File: src/verilog/vram_host_defines.vh
`ifndef VRAM_HOST_DEFINES_VH
`define VRAM_HOST_DEFINES_VH

// address split
`define ROW_BITS 9
`define COL_BITS 8
`define ROWS 512
// block write keeps column bits 7..2
`define BLK_COL_LSB 2
// times in ns, rounded by the module
`define T_CLK_NS 20
`define T_RP_NS 60
`define T_RAS_NS 80
`define T_CAS_NS 20
`define T_RCD_NS 25
`define T_CP_NS 10
`define T_CSR_NS 10
`define T_CHR_NS 10
`define T_RWD_NS 105
`define T_CWD_NS 45
`define T_WCH_NS 15
`define T_CAC_NS 20
`define T_OEA_NS 20
// refresh period in us and power-up wait in us
`define T_REF_US 8000
`define T_PWRUP_US 200
`define INIT_CYCLES 8
// operation codes on op_in
`define OP_READ 3'h0
`define OP_WRITE 3'h1
`define OP_RMW 3'h2
`define OP_BLOCK 3'h3
`define OP_FLASH 3'h4

`endif
File: src/verilog/vram_host.v
`include "vram_host_defines.vh"
`timescale 1ns/1ps
`default_nettype none
// Operation
// - word address is 9 row bits then 8 column bits on shared pins
// - row latched on row strobe fall with column strobe high, then column
// - cycle ends with both strobes high; row strobe held high for precharge
// - never end a cycle before both strobe minimum low widths elapse
// - write enable held high through the cycle makes it a read
// - write data presented by the later of column strobe or write enable fall
// - page mode keeps row strobe low while column strobe toggles
// - write enable low at row strobe fall captures the per-bit mask
// - block write: special function low at row fall, high at column fall
// - block write latches column bits 7..2 with column mask data
// - flash write: column high, write enable low, special high at row fall
// - refresh all 512 rows within every 8 ms
// - row-only refresh walks all 512 row addresses on nine pins; unused here, refresh is column strobe first
// - after power-up wait 200 us then 8 init cycles
// - hidden refresh toggles row strobe with column strobe held low; unused here, reads end before refresh starts
module vram_host #(
    parameter integer REF_CYCLES = `T_REF_US * 1000 / `T_CLK_NS / `ROWS,
    parameter integer PWRUP_CYCLES = `T_PWRUP_US * 1000 / `T_CLK_NS
) (
    input wire clk_in,
    input wire rstn_in,
    input wire ce_in,
    input wire req_valid_in,
    input wire [2:0] op_in,
    input wire [16:0] addr_in,
    input wire [7:0] wdata_in,
    input wire [7:0] mask_in,
    input wire mask_en_in,
    input wire page_in,
    output wire req_ready_out,
    output reg rdata_valid_out,
    output reg [7:0] rdata_out,
    output reg init_done_out,
    output reg ras_n_out,
    output reg cas_n_out,
    output reg mask_write_enable_n_out,
    output reg transfer_output_enable_n_out,
    output reg special_function_select_out,
    output reg [8:0] addr_out,
    output reg [7:0] mask_or_data_pin_out,
    output reg mask_or_data_pin_oe_out,
    input wire [7:0] mask_or_data_pin_in
);
    // cycle counts: least times round up
    localparam [7:0] C_RP = (`T_RP_NS + `T_CLK_NS - 1) / `T_CLK_NS;
    localparam [7:0] C_RAS = (`T_RAS_NS + `T_CLK_NS - 1) / `T_CLK_NS;
    localparam [7:0] C_RCD = (`T_RCD_NS + `T_CLK_NS - 1) / `T_CLK_NS;
    localparam [7:0] C_CAS = (`T_CAS_NS + `T_CLK_NS - 1) / `T_CLK_NS;
    localparam [7:0] C_CP = (`T_CP_NS + `T_CLK_NS - 1) / `T_CLK_NS;
    localparam [7:0] C_CSR = (`T_CSR_NS + `T_CLK_NS - 1) / `T_CLK_NS;
    localparam [7:0] C_CHR = (`T_CHR_NS + `T_CLK_NS - 1) / `T_CLK_NS;
    localparam [7:0] C_CWD = (`T_CWD_NS + `T_CLK_NS - 1) / `T_CLK_NS;
    localparam [7:0] C_WCH = (`T_WCH_NS + `T_CLK_NS - 1) / `T_CLK_NS;
    // access wait plus two synchroniser stages
    localparam [7:0] C_ACC = (`T_CAC_NS + `T_OEA_NS + `T_CLK_NS - 1) / `T_CLK_NS + 8'h2;
    // one-hot states
    localparam [9:0] S_PWR = 10'h001;
    localparam [9:0] S_IDLE = 10'h002;
    localparam [9:0] S_RAS = 10'h004;
    localparam [9:0] S_CAS = 10'h008;
    localparam [9:0] S_WAIT = 10'h010;
    localparam [9:0] S_WE = 10'h020;
    localparam [9:0] S_CUP = 10'h040;
    localparam [9:0] S_RUP = 10'h080;
    localparam [9:0] S_PRE = 10'h100;
    localparam [9:0] S_CBR = 10'h200;

    reg [9:0] state_q;
    reg [31:0] cnt_q;
    reg [31:0] ref_cnt_q;
    reg ref_pend_q;
    reg [3:0] init_cnt_q;
    reg [2:0] op_q;
    reg [7:0] col_q;
    reg [7:0] wdata_q;
    reg page_q;
    reg [7:0] ras_len_q;
    reg [7:0] sync1_q;
    reg [7:0] sync2_q;
    reg [8:0] row_q;
    wire page_hit;

    // pin data passes two flops before capture
    always @(posedge clk_in or negedge rstn_in) begin
        if (!rstn_in) begin
            sync1_q <= 8'h00;
            sync2_q <= 8'h00;
        end else if (ce_in) begin
            sync1_q <= mask_or_data_pin_in;
            sync2_q <= sync1_q;
        end
    end

    // a same-row request may join an open page; flash needs its own row cycle
    assign page_hit = req_valid_in && (addr_in[16:8] == row_q) && !ref_pend_q &&
        (op_in != `OP_FLASH);

    // a new request is taken at idle after precharge, or into an open page
    assign req_ready_out = ce_in && init_done_out &&
        (((state_q == S_IDLE) && !ref_pend_q && (cnt_q >= C_RP - 1)) ||
        ((state_q == S_PRE) && (cnt_q >= C_CP - 1) && page_hit));

    function is_write;
        input [2:0] op;
        begin
            is_write = (op == `OP_WRITE) || (op == `OP_BLOCK);
        end
    endfunction

    // main sequencer
    always @(posedge clk_in or negedge rstn_in) begin
        if (!rstn_in) begin
            state_q <= S_PWR;
            cnt_q <= 32'h0;
            ref_cnt_q <= 32'h0;
            ref_pend_q <= 1'b0;
            init_cnt_q <= 4'h0;
            init_done_out <= 1'b0;
            op_q <= `OP_READ;
            col_q <= 8'h00;
            wdata_q <= 8'h00;
            page_q <= 1'b0;
            ras_len_q <= 8'h00;
            row_q <= 9'h000;
            rdata_valid_out <= 1'b0;
            rdata_out <= 8'h00;
            ras_n_out <= 1'b1;
            cas_n_out <= 1'b1;
            mask_write_enable_n_out <= 1'b1;
            transfer_output_enable_n_out <= 1'b1;
            special_function_select_out <= 1'b0;
            addr_out <= 9'h000;
            mask_or_data_pin_out <= 8'h00;
            mask_or_data_pin_oe_out <= 1'b0;
        end else if (ce_in) begin
            rdata_valid_out <= 1'b0;
            cnt_q <= cnt_q + 32'h1;
            if (ras_len_q != 8'hFF && !ras_n_out)
                ras_len_q <= ras_len_q + 8'h1;
            // interval timer: one row refresh per slot keeps 512 rows in 8 ms
            if (ref_cnt_q >= REF_CYCLES - 1) begin
                ref_cnt_q <= 32'h0;
                ref_pend_q <= 1'b1;
            end else begin
                ref_cnt_q <= ref_cnt_q + 32'h1;
            end
            case (state_q)
                S_PWR: begin
                    if (cnt_q >= PWRUP_CYCLES - 1) begin
                        state_q <= S_CBR;
                        cnt_q <= 32'h0;
                    end
                end
                S_IDLE: begin
                    // cnt_q runs on from the row strobe rise: nothing starts before precharge
                    if (cnt_q < C_RP - 1) begin
                        state_q <= S_IDLE;
                    end else if (ref_pend_q) begin
                        // column strobe first selects internal row counter
                        // row-only refresh unused: the device counter walks all rows
                        // no hidden refresh: reads end before refresh starts
                        cas_n_out <= 1'b0;
                        cnt_q <= 32'h0;
                        state_q <= S_CBR;
                    end else if (req_valid_in) begin
                        op_q <= op_in;
                        row_q <= addr_in[16:8];
                        col_q <= addr_in[7:0];
                        wdata_q <= wdata_in;
                        page_q <= page_in;
                        addr_out <= addr_in[16:8];
                        // special function low at row fall except flash
                        special_function_select_out <= (op_in == `OP_FLASH);
                        // write enable low at row fall arms the mask
                        mask_write_enable_n_out <= !(mask_en_in || op_in == `OP_FLASH);
                        // mask bits drive pins: one writes, zero blocks
                        mask_or_data_pin_out <= mask_in;
                        mask_or_data_pin_oe_out <= mask_en_in || (op_in == `OP_FLASH);
                        transfer_output_enable_n_out <= 1'b1;
                        state_q <= S_RAS;
                    end
                end
                S_RAS: begin
                    // row strobe falls with column strobe high
                    if (ras_n_out) begin
                        ras_n_out <= 1'b0;
                        ras_len_q <= 8'h0;
                        cnt_q <= 32'h0;
                    end else if (cnt_q >= C_RCD - 1) begin
                        // mask was for this cycle only; release pins
                        mask_or_data_pin_oe_out <= 1'b0;
                        mask_write_enable_n_out <= 1'b1;
                        if (op_q == `OP_FLASH) begin
                            // flash write needs no column phase
                            state_q <= S_RUP;
                        end else begin
                            addr_out <= {1'b0, col_q};
                            // data, write enable and function settle before column fall
                            mask_write_enable_n_out <= !is_write(op_q);
                            mask_or_data_pin_out <= wdata_q;
                            mask_or_data_pin_oe_out <= is_write(op_q);
                            special_function_select_out <= (op_q == `OP_BLOCK);
                            // block write: low column bits ignored
                            if (op_q == `OP_BLOCK)
                                addr_out[`BLK_COL_LSB-1:0] <= 2'b00;
                            state_q <= S_CAS;
                            cnt_q <= 32'h0;
                        end
                    end
                end
                S_CAS: begin
                    // special function high at column fall for block write
                    special_function_select_out <= (op_q == `OP_BLOCK);
                    // data ready at column strobe fall; early write
                    if (is_write(op_q)) begin
                        mask_write_enable_n_out <= 1'b0;
                        mask_or_data_pin_out <= wdata_q;
                        mask_or_data_pin_oe_out <= 1'b1;
                    end else begin
                        // write enable stays high for reads; enable output
                        transfer_output_enable_n_out <= 1'b0;
                    end
                    cas_n_out <= 1'b0;
                    cnt_q <= 32'h0;
                    state_q <= S_WAIT;
                end
                S_WAIT: begin
                    // wait access delay before sampling read data
                    if (is_write(op_q)) begin
                        if (cnt_q >= C_WCH - 1 && cnt_q >= C_CAS - 1)
                            state_q <= S_CUP;
                    end else if (cnt_q >= C_ACC - 1 && cnt_q >= C_CWD - 1) begin
                        // data held while column strobe low
                        rdata_out <= sync2_q;
                        rdata_valid_out <= 1'b1;
                        if (op_q == `OP_RMW) begin
                            // late write enable after data was shown
                            transfer_output_enable_n_out <= 1'b1;
                            mask_or_data_pin_out <= wdata_q;
                            state_q <= S_WE;
                            cnt_q <= 32'h0;
                        end else begin
                            state_q <= S_CUP;
                        end
                    end
                end
                S_WE: begin
                    // data out before write enable falls
                    mask_or_data_pin_oe_out <= 1'b1;
                    if (cnt_q == 32'h1)
                        mask_write_enable_n_out <= 1'b0;
                    if (cnt_q >= C_WCH + 1)
                        state_q <= S_CUP;
                end
                S_CUP: begin
                    cas_n_out <= 1'b1;
                    mask_write_enable_n_out <= 1'b1;
                    mask_or_data_pin_oe_out <= 1'b0;
                    transfer_output_enable_n_out <= 1'b1;
                    special_function_select_out <= 1'b0;
                    cnt_q <= 32'h0;
                    // page mode: keep the row open for a following column
                    if (page_q && !ref_pend_q) begin
                        state_q <= S_PRE;
                    end else begin
                        state_q <= S_RUP;
                    end
                end
                S_PRE: begin
                    // column precharge in page mode, then take a same-row column
                    if (cnt_q >= C_CP - 1) begin
                        if (page_hit) begin
                            op_q <= op_in;
                            col_q <= addr_in[7:0];
                            wdata_q <= wdata_in;
                            page_q <= page_in;
                            state_q <= S_RAS;
                            cnt_q <= {24'h0, C_RCD};
                        end else if (ref_pend_q || req_valid_in) begin
                            // refresh owed or another row wanted: close the page
                            state_q <= S_RUP;
                        end
                    end
                end
                S_RUP: begin
                    // hold row strobe low for its minimum width
                    if (ras_len_q >= C_RAS - 1) begin
                        // both strobes high ends the cycle
                        ras_n_out <= 1'b1;
                        cas_n_out <= 1'b1;
                        special_function_select_out <= 1'b0;
                        mask_write_enable_n_out <= 1'b1;
                        mask_or_data_pin_oe_out <= 1'b0;
                        cnt_q <= 32'h0;
                        state_q <= S_IDLE;
                        if (!init_done_out)
                            state_q <= S_CBR;
                    end
                end
                S_CBR: begin
                    // precharge met before any new row fall
                    if (ras_n_out && cas_n_out) begin
                        if (cnt_q >= C_RP - 1)
                            cas_n_out <= 1'b0;
                        cnt_q <= (cnt_q >= C_RP - 1) ? 32'h0 : cnt_q + 32'h1;
                    end else if (ras_n_out) begin
                        // every cycle refreshes a full row
                        if (cnt_q >= C_CSR - 1) begin
                            ras_n_out <= 1'b0;
                            ras_len_q <= 8'h0;
                            cnt_q <= 32'h0;
                        end
                    end else begin
                        if (cnt_q >= C_CHR - 1)
                            cas_n_out <= 1'b1;
                        if (ras_len_q >= C_RAS - 1) begin
                            ras_n_out <= 1'b1;
                            cas_n_out <= 1'b1;
                            ref_pend_q <= 1'b0;
                            cnt_q <= 32'h0;
                            if (!init_done_out) begin
                                // eight init cycles then normal use
                                init_cnt_q <= init_cnt_q + 4'h1;
                                if (init_cnt_q == `INIT_CYCLES - 1)
                                    init_done_out <= 1'b1;
                            end
                            // back to refresh until the last init cycle, then idle
                            if (init_done_out || init_cnt_q == `INIT_CYCLES - 1)
                                state_q <= S_IDLE;
                            else
                                state_q <= S_CBR;
                        end
                    end
                end
                default: begin
                    state_q <= S_IDLE;
                end
            endcase
        end
    end

endmodule // vram_host
`default_nettype wire

File: config.mk
export PLATFORM = sky130hd
export DESIGN_NAME = vram_host
export DESIGN_NICKNAME = d
export VERILOG_FILES = /design/src/verilog/vram_host.v
export VERILOG_INCLUDE_DIRS = /design/src /design/src/verilog
export SDC_FILE = /design/constraint.sdc
export NUM_CORES = 1
export LEC_CHECK = 0
export BUFFER_PORTS_ARGS = -buffer_cell sky130_fd_sc_hd__buf_2
export CAP_MARGIN = 20
export CORE_UTILIZATION = 34
export CTS_CLUSTER_SIZE = 20
export DETAILED_ROUTE_END_ITERATION = 8
export MAX_ROUTING_LAYER = met4
export PLACE_DENSITY = 0.51
export SLEW_MARGIN = 20
export SYNTH_ARGS = -nofsm -noshare
export SYNTH_HDL_FRONTEND = slang
export SYNTH_SLANG_ARGS = --single-unit
File: constraint.sdc
create_clock -name clk_in -period 2.8 [get_ports clk_in]
set_input_delay 0.14 -clock clk_in [delete_from_list [all_inputs] [get_ports clk_in]]
set_output_delay 0.14 -clock clk_in [all_outputs]
set_load 0.05 [all_outputs]
# ---- After elaboration in Yosys (flattened, before gate mapping)
# Index checks and enable logic that the tools add are counted.
dict set report op_classes {
  add_sub_neg 4
  n_lt_le_gt_ge 8
  n_eq_ne 48
  muxes 147
  bitwise 6
  n_reduce_logical 45
}
# op count
set ops {}
lappend ops {{32-bit 2-to-1 mux} 17}
lappend ops {{32-bit one-hot mux with 8 select lines} 1}
lappend ops {{8-bit 2-to-1 mux} 26}
lappend ops {{10-bit 2-to-1 mux} 19}
lappend ops {{10-bit one-hot mux with 10 select lines} 1}
lappend ops {{32-bit by 1-bit adder with 32-bit output (second input constant)} 2}
lappend ops {{32-bit by 1-bit >= comparator with 1-bit output (second input constant)} 2}
lappend ops {{32-bit by 2-bit >= comparator with 1-bit output (second input constant)} 2}
lappend ops {{9-bit 2-to-1 mux} 7}
lappend ops {{1-bit 2-to-1 mux} 56}
lappend ops {{8-bit one-hot mux with 2 select lines} 3}
lappend ops {{2-bit != test (second input constant)} 20}
lappend ops {{32-bit by 1-bit == test with 1-bit output (second input constant)} 1}
lappend ops {{32-bit by 10-bit >= comparator with 1-bit output (second input constant)} 1}
lappend ops {{32-bit by 14-bit >= comparator with 1-bit output (second input constant)} 1}
lappend ops {{32-bit by 2-bit less-than comparator with 1-bit output (second input constant)} 1}
lappend ops {{8-bit one-hot mux with 4 select lines} 1}
lappend ops {{9-bit AND reduction} 3}
lappend ops {{9-bit one-hot mux with 2 select lines} 1}
lappend ops {{8-bit AND reduction} 2}
lappend ops {{3-bit 2-to-1 mux} 5}
lappend ops {{3-bit != test (second input constant)} 5}
lappend ops {{14-bit AND reduction} 1}
lappend ops {{1-bit logical AND} 13}
lappend ops {{other kinds (46)} 67}
dict set report totals {
  register_bits 165
  in_bits 50
  out_inout_bits 34
  wordCells 282
}

# ---- Logic depth before layout (Yosys ltp)
dict set report depth {
  depth_word 7
  mapped_depth 11
}

# ---- Least setup slack after synthesis
# Ideal clock, no wire load.
dict set report synth_timing {
  path_type {reg-to-reg}
  from {register state_q[3]}
  to {register init_cnt_q[1]}
  setup_ns 0.125
  t_arrival_ns 2.428
  required_ns 2.675
  path_slack_ns 0.248
  path_stages_with_launch 7
  synth_period_minus_slack_ns 2.552
  path_cell_list {dfrtp_1 clkbuf_1 nor4_2 nand4b_1 or3_1 nor2_1 mux2_2}
}
dict set report synth_via {
  elab_chain_cells 2
}
# element line
set synth_lines {}
lappend synth_lines {{from (decl)} vram_host.v:72} ;# reg [9:0] state_q;
lappend synth_lines {{from (signal assigned)} vram_host.v:117} ;# state_q <= S_PWR;
lappend synth_lines {{from (signal assigned)} vram_host.v:154} ;# state_q <= S_CBR;
lappend synth_lines {{from (signal assigned)} vram_host.v:161} ;# state_q <= S_IDLE;
lappend synth_lines {{10-bit == test} vram_host.v:151} ;# case (state_q)
lappend synth_lines {{6-bit AND reduction (no source line)} n/a}
lappend synth_lines {{to (signal assigned)} vram_host.v:327} ;# init_cnt_q <= init_cnt_q + 4'h1;
lappend synth_lines {{to (decl)} vram_host.v:76} ;# reg [3:0] init_cnt_q;
# No other way between the ends.
# A chain may end at the register's enable or synchronous reset.

# ---- Final worst setup path
dict set report layout_timing {
  from {register state_q[3]}
  to {output port req_ready_out}
}
dict set report layout_via {
  elab_chain_cells 5
}
# element line
set layout_lines {}
lappend layout_lines {{10-bit by 2-bit == test with 1-bit output or 10-bit by 9-bit == test with 1-bit output (tied branches)} {vram_host.v:104, vram_host.v:105}}
lappend layout_lines {{1-bit logical AND (on tied branches) (2 in a row)} {vram_host.v:104, vram_host.v:105}}
lappend layout_lines {{1-bit logical OR *} vram_host.v:104} ;# (((state_q == S_IDLE) && !ref_pend_q && (cnt_q >= C_RP - 1)) ||
lappend layout_lines {{1-bit logical AND *} vram_host.v:103} ;# assign req_ready_out = ce_in && init_done_out &&
lappend layout_lines {{to (decl)} vram_host.v:34} ;# output wire req_ready_out,
# Mark *: on every way between the ends. The rest lies on a longest branch, timed or not.

==> impl_metrics.env <==
export IMPL_cpLargestDelayFamily="simple AND/OR/NAND/NOR gates"
export IMPL_place_area_um2=9390
export IMPL_end_kind="primary output"
export IMPL_grtUsageTotal_pct=17.5
export IMPL_diodes=0
export IMPL_drt_iter0_markers=361
export IMPL_grt_pass1_vias=6503
export IMPL_status="finished clean"
export IMPL_portBuffers=83
export IMPL_intPower_mw=5.72
export IMPL_antenna_found_initial=0
export IMPL_min_period_ns=2.68
export IMPL_grt_max_degree=68
export IMPL_hpwl_um=14300
export IMPL_htree_levels=4
export IMPL_worst_pin_slew_ns=0.874
export IMPL_dr_pass1_iters=6
export IMPL_cp_depth=9
export IMPL_cts_buffers=17
export IMPL_start_util_pct=35.1
export IMPL_clock_path_buffers=2
export IMPL_synth_seq_cells=165
export IMPL_reg2reg_depth=8
export IMPL_yosys_warnings=0
export IMPL_syn_to_final_growth_pct=25.5
export IMPL_crit_path_frequent_cell="buf_4"
export IMPL_p_comb_share_pct=39.1
export IMPL_synth_commonest_cells="160 x dfrtp_1, 107 x nor2_1, 90 x mux2_2"
export IMPL_drive_gt1_share_pct=28.2
export IMPL_clock_latency_ns=0.44
export IMPL_antenna_left=0
export IMPL_crit_arrival_ns=2.54
export IMPL_grt_first_pass_wirelength_um=33300
export IMPL_core_area_um2=23800
export IMPL_path_class="reg -> out"
export IMPL_final_cell_area_um2=10500
export IMPL_die_x_um=159
export IMPL_io_pins=84
export IMPL_avgRoutedWirePerCell_um=15.6
export IMPL_drc_errors=0
export IMPL_pwr_share_clk_pct=24.9
export IMPL_cts_sinks=165
export IMPL_slowest_stage="dfrtp_1"
export IMPL_hold_depth=3
export IMPL_cts_root_buffer="clkbuf_16"
export IMPL_rows=56
export IMPL_synth_top_area_share_pct=48.0
export IMPL_crit_required_ns=2.66
export IMPL_seqPwrFrac_pct=36.0
export IMPL_finalCritPeriodShare_pct=95.6
export IMPL_swShare_pct=40.0
export IMPL_vias_per_cell=5.05
export IMPL_rr_startpoint="state_q[0]$_DFFE_PN1P_"
export IMPL_crit_start="state_q[3]$_DFFE_PN0P_"
export IMPL_start_kind="flip-flop"
export IMPL_ys_flop_type="dfrtp_1"
export IMPL_nets=1021
export IMPL_finalHoldViolCount=0
export IMPL_clk_pin_slew_ns=0.08
export IMPL_avgSynthCellArea_um2=10.3
export IMPL_crit_path_cell_trace="buf_4 -> nor4_2 -> buf_4 -> and2_1 -> nand3_1 -> nor3_1 -> a21oi_1 -> nor2_1 -> clkbuf_4"
export IMPL_hold_class="in -> reg"
export IMPL_endpoint="req_ready_out"
export IMPL_rsz0062_at_grt="no"
export IMPL_die_y_um=159
export IMPL_max_stage_delay_ns=0.38
export IMPL_synth_largest_area_cell="dfrtp_1"
export IMPL_drv_slew=0
export IMPL_setup_viol=0
export IMPL_synth_area_top_cells="dfrtp_1 48%, mux2_2 12%, nor2_1 4.8%"
export IMPL_maxCapViolCount=0
export IMPL_gp_congestion=0.900
export IMPL_setup_tns_ns=0
export IMPL_skew_ns=0.0170
export IMPL_max_slew_margin_pct=41.4
export IMPL_power_density_nw_per_um2=911
export IMPL_p_leak_nw=4.70
export IMPL_routed_via_count=6543
export IMPL_die_area_um2=25200
export IMPL_rrSetupSlack_ns=0.23
export IMPL_grt_remaining_overflow=0
export IMPL_synth_nets=869
export IMPL_syn_inst=811
export IMPL_critPathMaxFanout=9
export IMPL_yosysMostFrequentCell="dfrtp_1"
export IMPL_drt_wl_total_um=20300
export IMPL_yosysUniqueCellTypes=61
export IMPL_ys_async_sr_fraction_pct=100
export IMPL_cp_num_buf_inv=3
export IMPL_worst_r2r_endpoint="mask_or_data_pin_out[7]$_DFFE_PN0P_"
export IMPL_p_switching_mw=3.81
export IMPL_ys_seq_area_share_pct=49.6
export IMPL_peakVddDrop_mv=0.360
export IMPL_syn_area_um2=8340
export IMPL_max_freq_mhz=374
export IMPL_synth_edff_count=0
export IMPL_cts_tree="done"
## worst min-delay path, delay by kind of cell
family / cells / cell delay (ns)
multiplexers: 2 / 0.26
buffers and inverters: 1 / 0.07
## sequential cells by signal (all words and copies together), names as in the netlist, 9 cells and up
register and flops:
addr_out 9, cnt_q 32, ref_cnt_q 32, row_q 9, state_q 10
## cell families after synthesis
group	after synthesis	share of synthesized area (%)
and+or+nand+nor	330	20.2
adders and majority gates	8	1.20
xor gates and xnor gates	48	5.04
DFF	165	49.6
muxes	97	13.0
AOI/OAI and AO/OA	106	8.24
buffers and inverters	57	2.78
## cells in the final DEF (no fill, tap or decap), types with 21 or more instances in the layout
cell type,n
dfrtp_1,160
inv_1,23
mux2_2,90
a21oi_1,29
nand4_1,22
o21ai_0,21
dlygate4sd3_1,38
nand2_1,55
nor3_1,21
nor2_1,107
nand3_1,34
buf_4,42
xnor2_1,35
buf_2,81
## worst min path at each step
stage	slack (ns)	startpoint	end
detailed placement	0.21	rstn_in	ras_len_q[0]$_DFFE_PN0P_
global route	0.06	mask_in[2]	mask_or_data_pin_out[2]$_DFFE_PN0P_
CTS	0.04	mask_in[3]	mask_or_data_pin_out[3]$_DFFE_PN0P_
floorplan	-0.16	rstn_in	addr_out[0]$_DFFE_PN0P_
finish	0.06	mask_in[3]	mask_or_data_pin_out[3]$_DFFE_PN0P_
global placement	0.21	rstn_in	ras_len_q[0]$_DFFE_PN0P_
## power groups by stage
stage	clock network (mW)	logic [mW]	registers, mW
finish	2.37	3.73	3.43
global route	2.54	4.06	3.52
CTS	2.44	3.68	3.43
detailed placement	0	3.62	3.47
global placement	0	3.59	3.46
floorplan	0	1.99	3.96
## per-layer routing
layer	share of wire [%]	GRT usage [%]
met2	44	25.1
met4	1.6	5.59
met1	50	24.8
met5	0	-
met3	4.0	3.10
## repair_timing
action,in CTS,in global routing
buffers inserted,0,3
endpoints found under the setup margin,2,64
gates cloned,0,0
hold buffers,38,0
pin swaps,1,3
resized for setup,1,7
hold endpoints to repair,98,0
## layout make-up
class	count	area (um2)
sequential	165	4140
multi-input combinational	589	4030
fill	2263	13300
tap	319	399
clock buffer	17	425
timing repair buffer	167	1200
inverter	23	86.3
clock inverter	15	185
## stage by stage
step,std cells,setup slack (ns),util (%),total power [mW],hold WS (ns)
final,1295,0.123,44.1,9.53,0.0573
after global routing,1295,0.0102,44.1,10.1,0.0561
after CTS,1292,0.00369,43.7,9.55,0.0374
after detailed placement,1222,0.0146,39.5,7.09,0.206
after global placement,1222,0.0822,39.5,7.05,0.206
after floorplan,811,0.248,-,5.95,-0.156
(Power assumes the default switching activity.)
